==> src/inc/pwmoc_pkg.sv <==
// Constants and types for the PWM output override and trigger block
// Operation
// RULE1 - Swap set: generator high to low pin
// RULE2 - Swap clear: each output on own pin
// RULE3 - Sync set: forced data at period boundary
// RULE4 - Sync clear: forced data next clock
// RULE5 - Software leaves fields alone while running
// RULE6 - Write protect needs unlock before control write
// RULE7 - Local time base compare raises trigger
// RULE8 - Trigger compare 16 bits, RW, reset zero
// RULE9 - Pair mode: complementary, redundant, push-pull
// RULE10 - Low polarity one inverts low pin
// RULE11 - Override drives high bit1, low bit0
// RULE12 - Fault or limit drives data bits
package pwmoc_pkg;
   // ****************************************
   // Register map
   // ****************************************
   localparam int PWMOC_AW = 4;
   localparam int PWMOC_DW = 16;
   localparam logic [3:0] PWMOC_OFF_CTRL = 4'h0;
   localparam logic [3:0] PWMOC_OFF_TRIG = 4'h1;
   localparam logic [3:0] PWMOC_OFF_UNLOCK = 4'h2;
   localparam logic [3:0] PWMOC_OFF_STATUS = 4'h3;
   localparam logic [15:0] PWMOC_CTRL_RESET = 16'h0000;
   localparam logic [15:0] PWMOC_TRIG_RESET = 16'h0000;
   localparam logic [15:0] PWMOC_UNLOCK_KEY1 = 16'h00aa;
   localparam logic [15:0] PWMOC_UNLOCK_KEY2 = 16'h0055;
   // ****************************************
   // Control field positions
   // ****************************************
   localparam int PWMOC_B_POLH = 13;
   localparam int PWMOC_B_POLL = 12;
   localparam int PWMOC_B_MODE = 10;
   localparam int PWMOC_B_OVRH = 9;
   localparam int PWMOC_B_OVRL = 8;
   localparam int PWMOC_B_FORCED = 6;
   localparam int PWMOC_B_FAULT = 4;
   localparam int PWMOC_B_LIMIT = 2;
   localparam int PWMOC_B_SWAP = 1;
   localparam int PWMOC_B_SYNC = 0;
   localparam logic [15:0] PWMOC_CTRL_MASK = 16'h3fff;
   typedef enum logic [1:0] {
      PWMOC_MODE_COMP = 2'b00,
      PWMOC_MODE_RED = 2'b01,
      PWMOC_MODE_PP = 2'b10,
      PWMOC_MODE_RSV = 2'b11
   } pwmoc_mode_t;
   typedef enum logic [1:0] {
      PWMOC_UL_IDLE = 2'b00,
      PWMOC_UL_KEY1 = 2'b01,
      PWMOC_UL_OPEN = 2'b10
   } pwmoc_ul_t;
endpackage

==> src/inc/pwmoc_cfg_if.sv <==
// Configuration carrier between register file and pin stage
`timescale 1ns/1ps
interface pwmoc_cfg_if;
   logic [15:0] ctrl;
   logic [1:0] forced;
   modport src (output ctrl, output forced);
   modport dst (input ctrl, input forced);
endinterface

==> src/hdl/pwmoc_pins.sv <==
// Pin stage: mode, override, fault, swap and polarity
`timescale 1ns/1ps
module pwmoc_pins
   import pwmoc_pkg::*;
(
   input wire logic clk,
   input wire logic reset,
   pwmoc_cfg_if.dst cfg,
   input wire logic gen_high,
   input wire logic gen_low,
   input wire logic fault_active,
   input wire logic limit_active,
   output logic pin_high_d,
   output logic pin_low_d
);
   logic h, l;
   logic [1:0] mode;
   always_comb begin
      mode = cfg.ctrl[PWMOC_B_MODE +: 2];
      // RULE9 pair mode decode
      unique case (mode)
         PWMOC_MODE_RED: begin
            h = gen_high;
            l = gen_high;
         end
         PWMOC_MODE_PP: begin
            h = gen_high;
            l = gen_low;
         end
         PWMOC_MODE_COMP: begin
            h = gen_high;
            l = ~gen_high;
         end
         default: begin
            h = 1'b0;
            l = 1'b0;
         end
      endcase
      // RULE1 RULE2 swap select
      if (cfg.ctrl[PWMOC_B_SWAP]) begin
         {h, l} = {l, h};
      end
      // RULE11 forced pin data
      if (cfg.ctrl[PWMOC_B_OVRH]) begin
         h = cfg.forced[1];
      end
      if (cfg.ctrl[PWMOC_B_OVRL]) begin
         l = cfg.forced[0];
      end
      // RULE12 fault before limit
      if (fault_active) begin
         h = cfg.ctrl[PWMOC_B_FAULT + 1];
         l = cfg.ctrl[PWMOC_B_FAULT];
      end else if (limit_active) begin
         h = cfg.ctrl[PWMOC_B_LIMIT + 1];
         l = cfg.ctrl[PWMOC_B_LIMIT];
      end
      // RULE10 polarity inversion
      pin_high_d = h ^ cfg.ctrl[PWMOC_B_POLH];
      pin_low_d = l ^ cfg.ctrl[PWMOC_B_POLL];
   end
   AST_SWAP_CROSS: assert property (@(posedge clk) disable iff (reset) // RULE1
      mode == PWMOC_MODE_PP && cfg.ctrl[PWMOC_B_SWAP] && !cfg.ctrl[PWMOC_B_OVRH]
      && !fault_active && !limit_active
      |-> pin_high_d == (gen_low ^ cfg.ctrl[PWMOC_B_POLH]))
      else $error("Swap did not route low to high pin");
endmodule

==> src/hdl/pwmoc_top.sv <==
// Top: registers, unlock, trigger compare and pin registers
//
// The plain strobed port and the register addresses were decided locally.
`timescale 1ns/1ps
module pwmoc_top
   import pwmoc_pkg::*;
#(
   parameter int DW = PWMOC_DW
)
(
   input wire logic clk,
   input wire logic reset,
   input wire logic [PWMOC_AW-1:0] addr,
   input wire logic [DW-1:0] wdata,
   input wire logic wr,
   input wire logic rd,
   output logic [DW-1:0] rdata,
   input wire logic write_protect_config,
   input wire logic module_run_enable,
   input wire logic period_boundary,
   input wire logic [DW-1:0] time_base_count,
   input wire logic gen_high,
   input wire logic gen_low,
   input wire logic fault_active,
   input wire logic limit_active,
   output logic high_side_pin,
   output logic low_side_pin,
   output logic adc_trigger
);
   // ****************************************
   // Register state
   // ****************************************
   logic [15:0] ctrl_q, ctrl_d;
   logic [DW-1:0] trig_q, trig_d;
   logic [1:0] forced_q, forced_d;
   logic [DW-1:0] rdata_q, rdata_d;
   logic rejected_q, rejected_d;
   pwmoc_ul_t ul_q, ul_d;
   logic hp_q, hp_d, lp_q, lp_d, trg_q, trg_d;
   logic ctrl_wr;
   pwmoc_cfg_if cfg ();
   assign cfg.ctrl = ctrl_q;
   assign cfg.forced = forced_q;

   always_comb begin
      ctrl_d = ctrl_q;
      trig_d = trig_q;
      ul_d = ul_q;
      rejected_d = rejected_q;
      rdata_d = '0;
      ctrl_wr = wr && addr == PWMOC_OFF_CTRL;
      // Two-word key opens one control write
      if (wr && addr == PWMOC_OFF_UNLOCK) begin
         ul_d = (wdata == PWMOC_UNLOCK_KEY1) ? PWMOC_UL_KEY1 :
            (ul_q == PWMOC_UL_KEY1 && wdata == PWMOC_UNLOCK_KEY2) ? PWMOC_UL_OPEN : PWMOC_UL_IDLE;
      end else if (wr) begin
         ul_d = PWMOC_UL_IDLE;
      end
      // Clear first so a refused write below wins
      if (rd && addr == PWMOC_OFF_STATUS) begin
         rejected_d = 1'b0;
      end
      // RULE6 locked write refused
      if (ctrl_wr) begin
         if (!write_protect_config || ul_q == PWMOC_UL_OPEN) begin
            ctrl_d = wdata[15:0] & PWMOC_CTRL_MASK;
         end else begin
            rejected_d = 1'b1;
         end
      end
      // RULE8 trigger compare storage
      if (wr && addr == PWMOC_OFF_TRIG) begin
         trig_d = wdata;
      end
      if (rd) begin
         unique case (addr)
            PWMOC_OFF_CTRL: rdata_d = DW'(ctrl_q);
            PWMOC_OFF_TRIG: rdata_d = trig_q;
            PWMOC_OFF_STATUS: rdata_d = DW'({rejected_q, ul_q == PWMOC_UL_OPEN, lp_q, hp_q});
            default: rdata_d = '0;
         endcase
      end
   end

   // ****************************************
   // Forced data timing
   // ****************************************
   always_comb begin
      forced_d = forced_q;
      // RULE3 RULE4 sync select
      if (!ctrl_q[PWMOC_B_SYNC] || period_boundary) begin
         forced_d = ctrl_q[PWMOC_B_FORCED +: 2];
      end
   end

   logic ph, pl;
   pwmoc_pins u_pins (
      .clk(clk),
      .reset(reset),
      .cfg(cfg),
      .gen_high(gen_high),
      .gen_low(gen_low),
      .fault_active(fault_active),
      .limit_active(limit_active),
      .pin_high_d(ph),
      .pin_low_d(pl)
   );

   always_comb begin
      hp_d = ph;
      lp_d = pl;
      // RULE7 compare raises trigger
      trg_d = (time_base_count == trig_q);
   end

   always_ff @(posedge clk or posedge reset) begin
      if (reset) begin
         ctrl_q <= PWMOC_CTRL_RESET;
         trig_q <= PWMOC_TRIG_RESET;
         forced_q <= '0;
         rdata_q <= '0;
         rejected_q <= 1'b0;
         ul_q <= PWMOC_UL_IDLE;
         hp_q <= 1'b0;
         lp_q <= 1'b0;
         trg_q <= 1'b0;
      end else begin
         ctrl_q <= ctrl_d;
         trig_q <= trig_d;
         forced_q <= forced_d;
         rdata_q <= rdata_d;
         rejected_q <= rejected_d;
         ul_q <= ul_d;
         hp_q <= hp_d;
         lp_q <= lp_d;
         trg_q <= trg_d;
      end
   end
   assign rdata = rdata_q;
   assign high_side_pin = hp_q;
   assign low_side_pin = lp_q;
   assign adc_trigger = trg_q;

   // ****************************************
   // Checks
   // ****************************************
   AST_LOCKED_WRITE: assert property (@(posedge clk) disable iff (reset) // RULE6
      ctrl_wr && write_protect_config && ul_q != PWMOC_UL_OPEN |=> $stable(ctrl_q))
      else $error("Locked control write took effect");
   AST_UNLOCKED_WRITE: assert property (@(posedge clk) disable iff (reset) // RULE6
      ctrl_wr && !write_protect_config |=> ctrl_q == ($past(wdata[15:0]) & PWMOC_CTRL_MASK))
      else $error("Open control write lost");
   AST_TRIG_WRITE: assert property (@(posedge clk) disable iff (reset) // RULE8
      wr && addr == PWMOC_OFF_TRIG |=> trig_q == $past(wdata))
      else $error("Trigger compare not stored");
   AST_TRIG_FIRE: assert property (@(posedge clk) disable iff (reset) // RULE7
      time_base_count == trig_q && !(wr && addr == PWMOC_OFF_TRIG) |=> adc_trigger)
      else $error("Trigger missed at compare");
   AST_SYNC_HOLD: assert property (@(posedge clk) disable iff (reset) // RULE3
      ctrl_q[PWMOC_B_SYNC] && !period_boundary |=> $stable(forced_q))
      else $error("Forced data moved between boundaries");
   AST_ASYNC_APPLY: assert property (@(posedge clk) disable iff (reset) // RULE4
      !ctrl_q[PWMOC_B_SYNC] |=> forced_q == $past(ctrl_q[PWMOC_B_FORCED +: 2]))
      else $error("Forced data late without sync");
   AST_OVR_HIGH: assert property (@(posedge clk) disable iff (reset) // RULE11
      ctrl_q[PWMOC_B_OVRH] && !fault_active && !limit_active
      |=> high_side_pin == ($past(forced_q[1]) ^ $past(ctrl_q[PWMOC_B_POLH])))
      else $error("High pin ignores forced data");
   AST_FAULT_LOW: assert property (@(posedge clk) disable iff (reset) // RULE12
      fault_active |=> low_side_pin == ($past(ctrl_q[PWMOC_B_FAULT]) ^ $past(ctrl_q[PWMOC_B_POLL])))
      else $error("Low pin ignores fault data");
   AST_PP_SWAP: assert property (@(posedge clk) disable iff (reset) // RULE1
      ctrl_q[PWMOC_B_MODE +: 2] == PWMOC_MODE_PP && ctrl_q[PWMOC_B_SWAP] && ctrl_q[PWMOC_B_POLL +: 4] == 4'h0
      && !ctrl_q[PWMOC_B_OVRL] && !fault_active && !limit_active
      |=> low_side_pin == $past(gen_high))
      else $error("Swap did not route high to low pin");
   // ****************************************
   // Pin and register checks
   // ****************************************
   AST_PP_STRAIGHT: assert property (@(posedge clk) disable iff (reset) // RULE2
      ctrl_q[PWMOC_B_MODE +: 2] == PWMOC_MODE_PP && !ctrl_q[PWMOC_B_SWAP] && ctrl_q[PWMOC_B_POLL +: 4] == 4'h0
      && !ctrl_q[PWMOC_B_OVRH] && !ctrl_q[PWMOC_B_OVRL] && !fault_active && !limit_active
      |=> high_side_pin == $past(gen_high) && low_side_pin == $past(gen_low))
      else $error("Unswapped pins not on own outputs");
   AST_RED_PAIR: assert property (@(posedge clk) disable iff (reset) // RULE9
      ctrl_q[PWMOC_B_MODE +: 2] == PWMOC_MODE_RED && ctrl_q[PWMOC_B_POLL +: 2] == 2'h0
      && !ctrl_q[PWMOC_B_OVRH] && !ctrl_q[PWMOC_B_OVRL] && !fault_active && !limit_active
      |=> high_side_pin == low_side_pin)
      else $error("Redundant pins differ");
   AST_COMP_PAIR: assert property (@(posedge clk) disable iff (reset) // RULE9
      ctrl_q[PWMOC_B_MODE +: 2] == PWMOC_MODE_COMP && ctrl_q[PWMOC_B_POLL +: 2] == 2'h0
      && !ctrl_q[PWMOC_B_OVRH] && !ctrl_q[PWMOC_B_OVRL] && !fault_active && !limit_active
      |=> high_side_pin != low_side_pin)
      else $error("Complementary pins equal");
   AST_RSV_IDLE: assert property (@(posedge clk) disable iff (reset) // RULE9
      ctrl_q[PWMOC_B_MODE +: 2] == PWMOC_MODE_RSV && !ctrl_q[PWMOC_B_OVRH] && !ctrl_q[PWMOC_B_OVRL]
      && !fault_active && !limit_active
      |=> high_side_pin == $past(ctrl_q[PWMOC_B_POLH]) && low_side_pin == $past(ctrl_q[PWMOC_B_POLL]))
      else $error("Reserved mode did not idle pins");
   AST_OVR_LOW: assert property (@(posedge clk) disable iff (reset) // RULE11
      ctrl_q[PWMOC_B_OVRL] && !fault_active && !limit_active
      |=> low_side_pin == ($past(forced_q[0]) ^ $past(ctrl_q[PWMOC_B_POLL])))
      else $error("Low pin ignores forced data");
   AST_FAULT_HIGH: assert property (@(posedge clk) disable iff (reset) // RULE12
      fault_active |=> high_side_pin == ($past(ctrl_q[PWMOC_B_FAULT + 1]) ^ $past(ctrl_q[PWMOC_B_POLH])))
      else $error("High pin ignores fault data");
   AST_LIMIT_PAIR: assert property (@(posedge clk) disable iff (reset) // RULE12
      limit_active && !fault_active
      |=> high_side_pin == ($past(ctrl_q[PWMOC_B_LIMIT + 1]) ^ $past(ctrl_q[PWMOC_B_POLH]))
      && low_side_pin == ($past(ctrl_q[PWMOC_B_LIMIT]) ^ $past(ctrl_q[PWMOC_B_POLL])))
      else $error("Pins ignore limit data");
   AST_TRIG_QUIET: assert property (@(posedge clk) disable iff (reset) // RULE7
      time_base_count != trig_q |=> !adc_trigger)
      else $error("Trigger raised off compare");
   AST_TRIG_READ: assert property (@(posedge clk) disable iff (reset) // RULE8
      rd && addr == PWMOC_OFF_TRIG |=> rdata == $past(trig_q))
      else $error("Trigger compare read wrong");
   AST_REJECT_SET: assert property (@(posedge clk) disable iff (reset) // RULE6
      ctrl_wr && write_protect_config && ul_q != PWMOC_UL_OPEN |=> rejected_q)
      else $error("Refused write not flagged");
   AST_STATUS_CLEAR: assert property (@(posedge clk) disable iff (reset) // RULE6
      rd && addr == PWMOC_OFF_STATUS && !ctrl_wr |=> !rejected_q)
      else $error("Status read left reject flag");
   AST_OPEN_WRITE: assert property (@(posedge clk) disable iff (reset) // RULE6
      ctrl_wr && ul_q == PWMOC_UL_OPEN |=> ctrl_q == ($past(wdata[15:0]) & PWMOC_CTRL_MASK))
      else $error("Unlocked control write lost");
   AST_UNLOCK_ONCE: assert property (@(posedge clk) disable iff (reset) // RULE6
      ul_q == PWMOC_UL_OPEN && wr |=> ul_q != PWMOC_UL_OPEN)
      else $error("Unlock outlived one write");
endmodule

==> config.mk <==
export PLATFORM = sky130hd
export DESIGN_NAME = pwmoc_top
export DESIGN_NICKNAME = d
export VERILOG_FILES = /design/src/inc/pwmoc_pkg.sv /design/src/inc/pwmoc_cfg_if.sv /design/src/hdl/pwmoc_pins.sv /design/src/hdl/pwmoc_top.sv
export SDC_FILE = /design/constraint.sdc
export NUM_CORES = 1
export LEC_CHECK = 0
export BUFFER_PORTS_ARGS = -buffer_cell sky130_fd_sc_hd__buf_2
export CAP_MARGIN = 0
export CORE_MARGIN = 1
export CORE_UTILIZATION = 41
export CTS_CLUSTER_SIZE = 10
export DETAILED_ROUTE_END_ITERATION = 7
export PLACE_DENSITY = 0.64
export SLEW_MARGIN = 30
export SYNTH_ARGS = -nofsm -noshare
export SYNTH_HDL_FRONTEND = slang
export SYNTH_SLANG_ARGS = --single-unit
==> constraint.sdc <==
create_clock -name clk -period 2.2 [get_ports clk]
set_input_delay 0.44 -clock clk [delete_from_list [all_inputs] [get_ports clk]]
set_output_delay 0.44 -clock clk [all_outputs]
set_load 0.05 [all_outputs]
==> reports/qor.yml, run 1 <==
finish:
  areaGrowthSynthToFinish_pct: 19.7
  final_nets: 316
  final_cell_area_mm2: 0.00300
  final_layout_size_suffix_gt1_frac: 0.410
  most_frequent_standard_cell_in_the_layout_excluding_fill_and_tap_cells: "sky130_fd_sc_hd__buf_2"
  insertedDiodeCount: 0
  leading_cell_types_in_the_layout_fill_and_taps_excluded: "64 x sky130_fd_sc_hd__buf_2, 54 x sky130_fd_sc_hd__dfrtp_1, 32 x sky130_fd_sc_hd__mux2_2"
clock_tree:
  cts_sinks: 54
  max-clock-path-buffers: 2
  h-tree-depth: 2
  clock_tree_from_tritoncts: "built"
  ctsResizeCount: 0
  cts_root_buf: "sky130_fd_sc_hd__clkbuf_8"
  clock_latency_ns: 0.30
  cts_setup_buffers: 0
  cts.clk_slew.worst_paths_ns: 0.09
  cts_inserted_buffers: 5
  post_cts_hold_buffer_count: 0
pwr:
  peakVddDrop_uv: 353
  power.leakage_nw: 1.43
  power-per-cell-area_mw_per_mm2: 787
status:
  run_status: "complete, no violations"
synthesis:
  synth_area_mm2: 0.00250
  synth.yosys.warnings: 0
  synthesized_area_divided_by_synthesized_cell_count_um2: 12.4
  synthArstFlopShare: 1.00
  ys.flop_type: "sky130_fd_sc_hd__dfrtp_1"
  postSynthRegisterBits: 54
  synth_seq_area_share: 0.539
  netlist-cell-type-count: 31
  number_of_flops_mapped_to_enable_cells_by_yosys: 0
  net_count_synth: 249
  syn_inst: 202
sta:
  tightest_slew_ns: 0.669
  relSlewSlack: 0.552
  hold_viol: 0
  rsz0062_at_grt: "no"
  final.setup.tns_ns: 0
  achievable-frequency_mhz: 630
  fin_skew_ns: 0.00197
  finalWorstPathRequiredPeriod_ns: 1.59
  slew_viol_final: 0
  min_period_over_period: 0.721
  setup-violations-final: 0
critical_path:
  rr_worst_depth: 5
  path_cells: "buf_2, nor2_1, nand4b_2, mux2_2"
  worst_setup_path_end_kind: "flip-flop"
  cp_top_family: "simple AND/OR/NAND/NOR gates"
  cp_slowest_stage_delay_ns: 0.57
  critPathLaunchType: "input port"
  required_ns: 2.39
  critical_path_cell_count: 4
  critical_path.slowest_cell: "sky130_fd_sc_hd__nand4b_2"
  critical_path.max_fanout: 16
  timing_worst_setup_path_type: "input port to flip-flop"
  arrival_ns: 1.78
  cp_buf_inv_count: 1
floorplanning:
  die_x_um: 80.2
  start_util: 0.423
  floorplan_row_count: 28
  ios: 66
  core_mm2: 0.00592
  die_area_mm2: 0.00643
  fp.dieH_um: 80.2
hold_path:
  worst_hold_path_type: "input port to async pin"
place:
  gp_congestion: 0.781
  numPortBuffers: 64
  detailedPlacementHpwl_um: 4060
  placement.cell_area_mm2: 0.00292
detailed_routing:
  ant_nets: 0
  1st_pass_router_iterations: 4
  post-route-drc-count: 0
  routed_wirelength_um: 5470
  wl_per_cell_um: 15.9
  vias: 1773
  drt_iter0_drc: 54
  route.detailed.vias_per_inst: 5.17
grt:
  grt_max_degree: 33
  via_count_of_the_first_global_routing_pass: 1774
  antenna_found_initial: 0
  global_route.overflow_total: 0
  grt_first_pass_wirelength_um: 8850
  grtUsageTotal: 0.188
run:
  cap_viol_max_count: 0
[cells in the mapped netlist, drive strengths merged, types with 3 or more instances]
master / count / area share
buf: 5 / 0.012
mux2i: 14 / 0.056
inv: 5 / 0.0075
o21ai: 3 / 0.0060
nand2: 7 / 0.010
nor2: 20 / 0.030
nor2b: 3 / 0.0075
a31oi: 4 / 0.010
mux2: 32 / 0.14
nand4: 4 / 0.010
xnor2: 18 / 0.063
and2: 3 / 0.0075
dfrtp: 54 / 0.54
nand4b: 3 / 0.013
o31ai: 4 / 0.012
[worst paths after layout]
check                        startpoint           end  slack [ns]
min in group clk              wdata[15]    trig_q[15]        0.38
max reg2reg                     ul_q[0]   cfg.ctrl[7]        0.63
min reg2reg                cfg.ctrl[12]  low_side_pin        0.50
min                               reset     trig_q[2]        0.17
max                             addr[3]     trig_q[0]        0.61
max in group asynchronous         reset   cfg.ctrl[2]        1.48
[routing by layer]
metal | track usage | share of wire | vias to the layer above
met5 | 0 | 0 | -
met4 | 0.0589 | 0.014 | 0
met3 | 0.0341 | 0.039 | 6
met2 | 0.317 | 0.49 | 45
met1 | 0.244 | 0.46 | 872
li1 | - | - | 850
[final cells by class]
class	instances	area (µm²)
Clock buffer	6	82.6
Fill cell	579	2920
Inverter	5	18.8
Multi-Input combinational cell	136	1100
Sequential cell	54	1350
Tap cell	75	93.8
Timing Repair Buffer	67	355
[worst register-to-register path: stages (launching register included)]
cell and delay (ns):
sky130_fd_sc_hd__dfrtp_1 0.41, sky130_fd_sc_hd__nand2b_1 0.19, sky130_fd_sc_hd__a21oi_1 0.14, sky130_fd_sc_hd__and2_1 0.13, sky130_fd_sc_hd__buf_4 0.23, sky130_fd_sc_hd__mux2_2 0.37
[per-stage QoR]
step	utilization	hold WS, ns	std cells	power, mW	worst slack [ns]
2_1_floorplan	-	0.462	202	1.66	0.445
3_3_place_gp	0.492	0.488	337	1.82	0.292
3_5_place_dp	0.492	0.499	337	1.84	0.273
4_1_cts	0.506	0.179	343	2.38	0.604
5_1_grt	0.506	0.213	343	2.48	0.547
6_report	0.506	0.166	343	2.36	0.613
[power by group]
| part | total, mW | internal [mW] | switching, mW | leakage, nW |
|---|---|---|---|---|
| registers | 1.27 | 1.14 | 0.129 | 0.698 |
| logic | 0.536 | 0.272 | 0.264 | 0.691 |
| clock network | 0.552 | 0.244 | 0.308 | 0.0431 |
| total | 2.36 | 1.66 | 0.702 | 1.43 |
[flip-flops by register name, indices dropped and copies added, names as in the netlist]
| name | cells |
|---|---|
| rdata | 16 |
| trig_q | 16 |
| cfg.ctrl | 14 |
| cfg.forced | 2 |
| ul_q | 2 |
| adc_trigger | 1 |
| high_side_pin | 1 |
| low_side_pin | 1 |
| rejected_q | 1 |
[kinds of logic (layout without fill, tap and decap cells)]
group / after synthesis / after routing / synth area share
simple gates: 55 / 55 / 0.129
xor+xnor: 18 / 18 / 0.0629
compound gates: 17 / 17 / 0.0455
buf+inv: 12 / 78 / 0.0230
flops: 54 / 54 / 0.539
mux: 46 / 46 / 0.200
Power figures use the tool's default switching activity.
==> run 2: changes to the inputs <==
PLACE_DENSITY = 0.66   (was 0.64)
clock period = 1.31 ns   (was 2.2 ns; I/O delays follow)
==> run 2 against run 1 <==
The flow now finishes with violations (negative setup slack); non-clock buffer count grew 19; sequential share of layout area shrank 4.1 points; count of clock-buffer cells in the layout grew 1; highest routed layer unchanged; largest power group unchanged; worst setup slack worse by 0.72 ns; die area did not move; via count rose by 4.4%; critical path depth up 1; final area increased by 9.9%; first-iteration DRC count rose by 85%; sequential power rose by 69%.
==> reports/qor.yml, run 2 (same netlist as run 1, synthesis figures left out) <==
clock_tree:
  cts_inserted_buffers: 5
  max-clock-path-buffers: 2
  cts.clk_slew.worst_paths_ns: 0.09
  cts_sinks: 54
  cts_root_buf: "sky130_fd_sc_hd__clkbuf_8"
  clock_tree_from_tritoncts: "built"
  clock_latency_ns: 0.30
  h-tree-depth: 2
sta:
  setup-violations-final: 14
  finalWorstPathRequiredPeriod_ns: 1.42
  crit_path_setup_slack_layout_ns: -0.112
  achievable-frequency_mhz: 703
  tightest_slew_ns: 0.336
  hold_slack_ns: 0.0111
  hold_viol: 0
  fin_skew_ns: 0.00477
  rsz0062_at_grt: "yes"
  slew_viol_final: 0
  min_period_over_period: 1.09
  relSlewSlack: 0.776
critical_path:
  critPathLaunchType: "flip-flop"
  regToRegEndpoint: "cfg.ctrl[9]"
  critical_path.max_fanout: 7
  required_ns: 1.50
  reg2reg_from: "ul_q[0]"
  rr_worst_depth: 5
  arrival_ns: 1.61
  timing_worst_setup_path_type: "flip-flop to flip-flop"
  worst_setup_path_end_kind: "flip-flop"
  r2r_slack_ns: -0.11
floorplanning:
  core_mm2: 0.00592
  die_area_mm2: 0.00643
  floorplan_row_count: 28
  ios: 66
  die_x_um: 80.2
  start_util: 0.423
  fp.dieH_um: 80.2
grt:
  grt_max_degree: 55
  global_route.overflow_total: 0
  grt_first_pass_wirelength_um: 9270
  antenna_found_initial: 0
  via_count_of_the_first_global_routing_pass: 1884
  grtUsageTotal: 0.195
detailed_routing:
  routed_wirelength_um: 5720
  route.detailed.vias_per_inst: 5.09
  1st_pass_router_iterations: 4
  post-route-drc-count: 0
  vias: 1851
  ant_nets: 0
  wl_per_cell_um: 15.7
  drt_iter0_drc: 100
finish:
  final_layout_size_suffix_gt1_frac: 0.481
  final_nets: 335
  most_frequent_standard_cell_in_the_layout_excluding_fill_and_tap_cells: "sky130_fd_sc_hd__buf_2"
  leading_cell_types_in_the_layout_fill_and_taps_excluded: "64 x sky130_fd_sc_hd__buf_2, 54 x sky130_fd_sc_hd__dfrtp_1, 19 x sky130_fd_sc_hd__nor2_1"
  insertedDiodeCount: 0
  final_cell_area_mm2: 0.00330
  final_cells: 364
  areaGrowthSynthToFinish_pct: 31.6
run:
  cap_viol_max_count: 0
place:
  detailedPlacementHpwl_um: 4140
  dpl.cell_count: 353
  numPortBuffers: 64
  placement.cell_area_mm2: 0.00308
  gp_congestion: 0.772
  pre_cts_ws_ns: -0.283
pwr:
  swShare: 0.296
  clock_share_of_power: 0.229
  net-switching-power_mw: 1.22
  power-per-cell-area_mw_per_mm2: 1250
  cellInternalPower_mw: 2.90
  peakVddDrop_uv: 579
  total_power_mw: 4.11
  p_comb_frac: 0.249
  power.leakage_nw: 1.58
  power.sequential.fraction: 0.522
status:
  run_status: "finished, violations left"
  violations: "negative setup slack"
hold_path:
  worst_hold_path_type: "input port to async pin"
-- run 2: changes by cell type in the layout (fill, tap and decap cells not counted), sizes merged --
cell	change
buf	+18
clkbuf	+2
clkinv	+1
clkinvlp	+1
inv	-1
-- run 2: worst max path at each step --
stage | from | to | slack, ns | cells after the start
finish | ul_q[0] | cfg.ctrl[9] | -0.11 | 5
global route | ul_q[0] | cfg.ctrl[0] | -0.16 | 5
CTS | ul_q[0] | cfg.ctrl[3] | -0.09 | 5
detailed placement | wdata[9] | ul_q[1] | -0.28 | 6
global placement | wdata[9] | ul_q[1] | -0.25 | 6
floorplan | ul_q[0] | cfg.ctrl[13] | -0.12 | 6
-- run 2: metrics by stage --
stage / utilization / TNS [ns]
detailed placement: 0.519 / -7.53
global placement: 0.519 / -6.34
finish: 0.557 / -1.37
global route: 0.557 / -2.03
CTS: 0.540 / -1.10
floorplan: - / -1.15
-- run 2: critical path, cell delays in order, from the launching register on --
cell                        delay (ns)
sky130_fd_sc_hd__dfrtp_1          0.39
sky130_fd_sc_hd__nand2b_4         0.15
sky130_fd_sc_hd__a21oi_2          0.13
sky130_fd_sc_hd__and2_4           0.18
sky130_fd_sc_hd__clkbuf_16        0.16
sky130_fd_sc_hd__mux2_4           0.29
-- run 2: power groups by stage --
stage	clock, mW	sequential (mW)	combinational (mW)
after floorplan	0	2.23	0.554
after global placement	0	2.16	0.941
after detailed placement	0	2.17	0.959
after CTS	0.969	2.14	0.981
after global routing	1.04	2.18	1.12
final	0.942	2.15	1.02
-- run 2: area by class of cell --
type | instances | area [µm²]
fillers | 546 | 2630
multi-input cells | 136 | 1200
well taps | 75 | 93.8
clock inverters | 1 | 5.00
clock buffers | 7 | 86.3
repair buffers | 86 | 541
inverters | 5 | 22.5
flip-flops and latches | 54 | 1350
-- run 2: repair_timing --
item | 4_1_cts | 5_1_grt
setup buffers | 1 | 1
setup endpoints to repair | 15 | 18
hold buffers | 0 | 0
pin swaps | 4 | 5
resized for setup | 6 | 16
gates cloned | 0 | 1
-- run 2: layer usage --
metal / share of wire / up-vias / routed length [µm] / track usage
li1: - / 886 / - / -
met5: 0 / - / 0 / 0
met4: 0.0037 / 0 / 21 / 0.0429
met3: 0.035 / 3 / 202 / 0.0318
met1: 0.47 / 913 / 2660 / 0.263
met2: 0.49 / 49 / 2830 / 0.329
==> run 3: changes to the inputs <==
CELL_PAD_IN_SITES_DETAIL_PLACEMENT = 1   (was unset)
CELL_PAD_IN_SITES_GLOBAL_PLACEMENT = 1   (was unset)
CORE_UTILIZATION = 37   (was 41)
PLACE_DENSITY = 0.74   (was 0.66)
REMOVE_ABC_BUFFERS = 1   (was unset)
==> run 3 against run 2 <==
Non-clock buffer count stayed put; die area is 11% higher; final area is 1.4% higher; worst hold slack worse by 0.018 ns; global-route usage is 0.91 points higher; largest power group unchanged; combinational power is 9% higher; cell count is 0.27% higher; via count is 3.1% higher; worst setup slack better by 0.014 ns; clock skew is 0.0029 ns higher; maximum frequency is 0.98% higher; the flow finishes with violations (design-rule violations, negative hold slack, negative setup slack).
==> reports/qor.yml, run 3 (same netlist as run 1, synthesis figures left out) <==
status:
  run_status: "finished, violations left"
  violations: "design-rule violations, negative hold slack, negative setup slack"
critical_path:
  critical_path.max_fanout: 7
  cp_top_family: "flip-flops"
  cp_slowest_stage_delay_ns: 0.39
  arrival_ns: 1.60
  critPathLaunchType: "flip-flop"
  path_cells: "nand2b_4, a21oi_2, and2_4, buf_12, mux2_4"
  timing_worst_setup_path_type: "flip-flop to flip-flop"
  critical_path.slowest_cell: "sky130_fd_sc_hd__dfrtp_1"
  required_ns: 1.50
  worst_setup_path_end_kind: "flip-flop"
  cp_buf_inv_count: 1
hold_path:
  worst_hold_path_type: "input port to async pin"
sta:
  hold_slack_ns: -0.00647
  achievable-frequency_mhz: 710
  tightest_slew_ns: 0.379
  rsz0062_at_grt: "yes"
  setup-violations-final: 14
  slew_viol_final: 0
  final.setup.tns_ns: -1.27
  min_period_over_period: 1.07
  finalWorstPathRequiredPeriod_ns: 1.41
  fin_skew_ns: 0.00767
  crit_path_setup_slack_layout_ns: -0.0978
  relSlewSlack: 0.745
  hold_viol: 4
grt:
  grt_first_pass_wirelength_um: 11100
  via_count_of_the_first_global_routing_pass: 2120
  grtUsageTotal: 0.204
  grt_max_degree: 55
  antenna_found_initial: 0
  global_route.overflow_total: 0
pwr:
  power.leakage_nw: 1.60
  peakVddDrop_uv: 646
  total_power_mw: 4.42
  power-per-cell-area_mw_per_mm2: 1320
floorplanning:
  die_area_mm2: 0.00710
  ios: 66
  core_mm2: 0.00646
  fp.dieH_um: 84.3
  start_util: 0.388
  die_x_um: 84.3
  floorplan_row_count: 29
clock_tree:
  cts_sinks: 54
  clock_tree_from_tritoncts: "built"
  post_cts_hold_buffer_count: 0
  cts_root_buf: "sky130_fd_sc_hd__clkbuf_8"
  max-clock-path-buffers: 2
  cts_setup_buffers: 0
  clock_latency_ns: 0.31
  h-tree-depth: 2
  cts.clk_slew.worst_paths_ns: 0.09
  cts_inserted_buffers: 5
finish:
  post-route-util: 0.517
  areaGrowthSynthToFinish_pct: 33.4
  leading_cell_types_in_the_layout_fill_and_taps_excluded: "64 x sky130_fd_sc_hd__buf_2, 53 x sky130_fd_sc_hd__dfrtp_1, 20 x sky130_fd_sc_hd__nor2_1"
  fillerInstances: 718
  final_cell_area_mm2: 0.00334
  final_layout_size_suffix_gt1_frac: 0.507
  final_cells: 365
  insertedDiodeCount: 0
  most_frequent_standard_cell_in_the_layout_excluding_fill_and_tap_cells: "sky130_fd_sc_hd__buf_2"
  final_nets: 335
detailed_routing:
  drt_iter0_drc: 77
  1st_pass_router_iterations: 6
  route.detailed.vias_per_inst: 5.23
  ant_nets: 0
  post-route-drc-count: 10
  vias: 1909
  routed_wirelength_um: 6970
  wl_per_cell_um: 19.1
place:
  placement.cell_area_mm2: 0.00307
  numPortBuffers: 64
  dpl.cell_count: 357
  gp_congestion: 0.803
  detailedPlacementHpwl_um: 4800
  pre_cts_ws_ns: -0.299
run:
  cap_viol_max_count: 0
==> run 3: area by class of cell <==
cell class | count | area [µm²] | area share
inverters | 5 | 18.8 | 0.00562
clock buffers | 6 | 82.6 | 0.0247
multi-input cells | 136 | 1230 | 0.368
repair buffers | 86 | 531 | 0.159
flip-flops and latches | 54 | 1350 | 0.405
well taps | 77 | 96.3 | 0.0288
clock inverters | 1 | 30.0 | 0.00899
==> run 3: routing by layer <==
metal	wire length, µm	track usage	up-vias
met5	0	0	-
met4	106	0.0549	0
met3	260	0.0334	8
met2	3530	0.361	51
met1	3070	0.259	968
li1	-	-	882
==> run 3: path summary, 6_finish.rpt <==
path,to,start,depth (start not counted),slack [ns]
worst max-delay path,cfg.ctrl[13],ul_q[0],5,-0.1
worst min-delay path,rdata[3],reset,3,-0.006
worst max register to register,cfg.ctrl[13],ul_q[0],5,-0.1
worst min register to register,low_side_pin,cfg.ctrl[12],1,0.52
max in group asynchronous,cfg.ctrl[1],reset,3,1.07
min in group clk,trig_q[14],wdata[14],2,0.22
==> run 3: report_power, final <==
part / switching, mW / internal, mW
Combinational: 0.540 / 0.570
Sequential: 0.242 / 1.92
Clock: 0.535 / 0.612
Total: 1.32 / 3.10
==> run 3: worst reg2reg max path: cells and delay by family (launching register included) <==
family	cells	cell delay (ns)
AND/OR/NAND/NOR	2	0.35
flip-flops	1	0.39
buffers and inverters	1	0.15
multiplexers	1	0.30
AO/OA/AOI/OAI	1	0.12
==> run 3: timing repair <==
item | 4_1_cts | 5_1_grt
pin swaps | 5 | 3
cloned | 1 | 0
resized for setup | 25 | 9
setup endpoints to repair | 17 | 18
endpoints found under the hold margin | 0 | 0
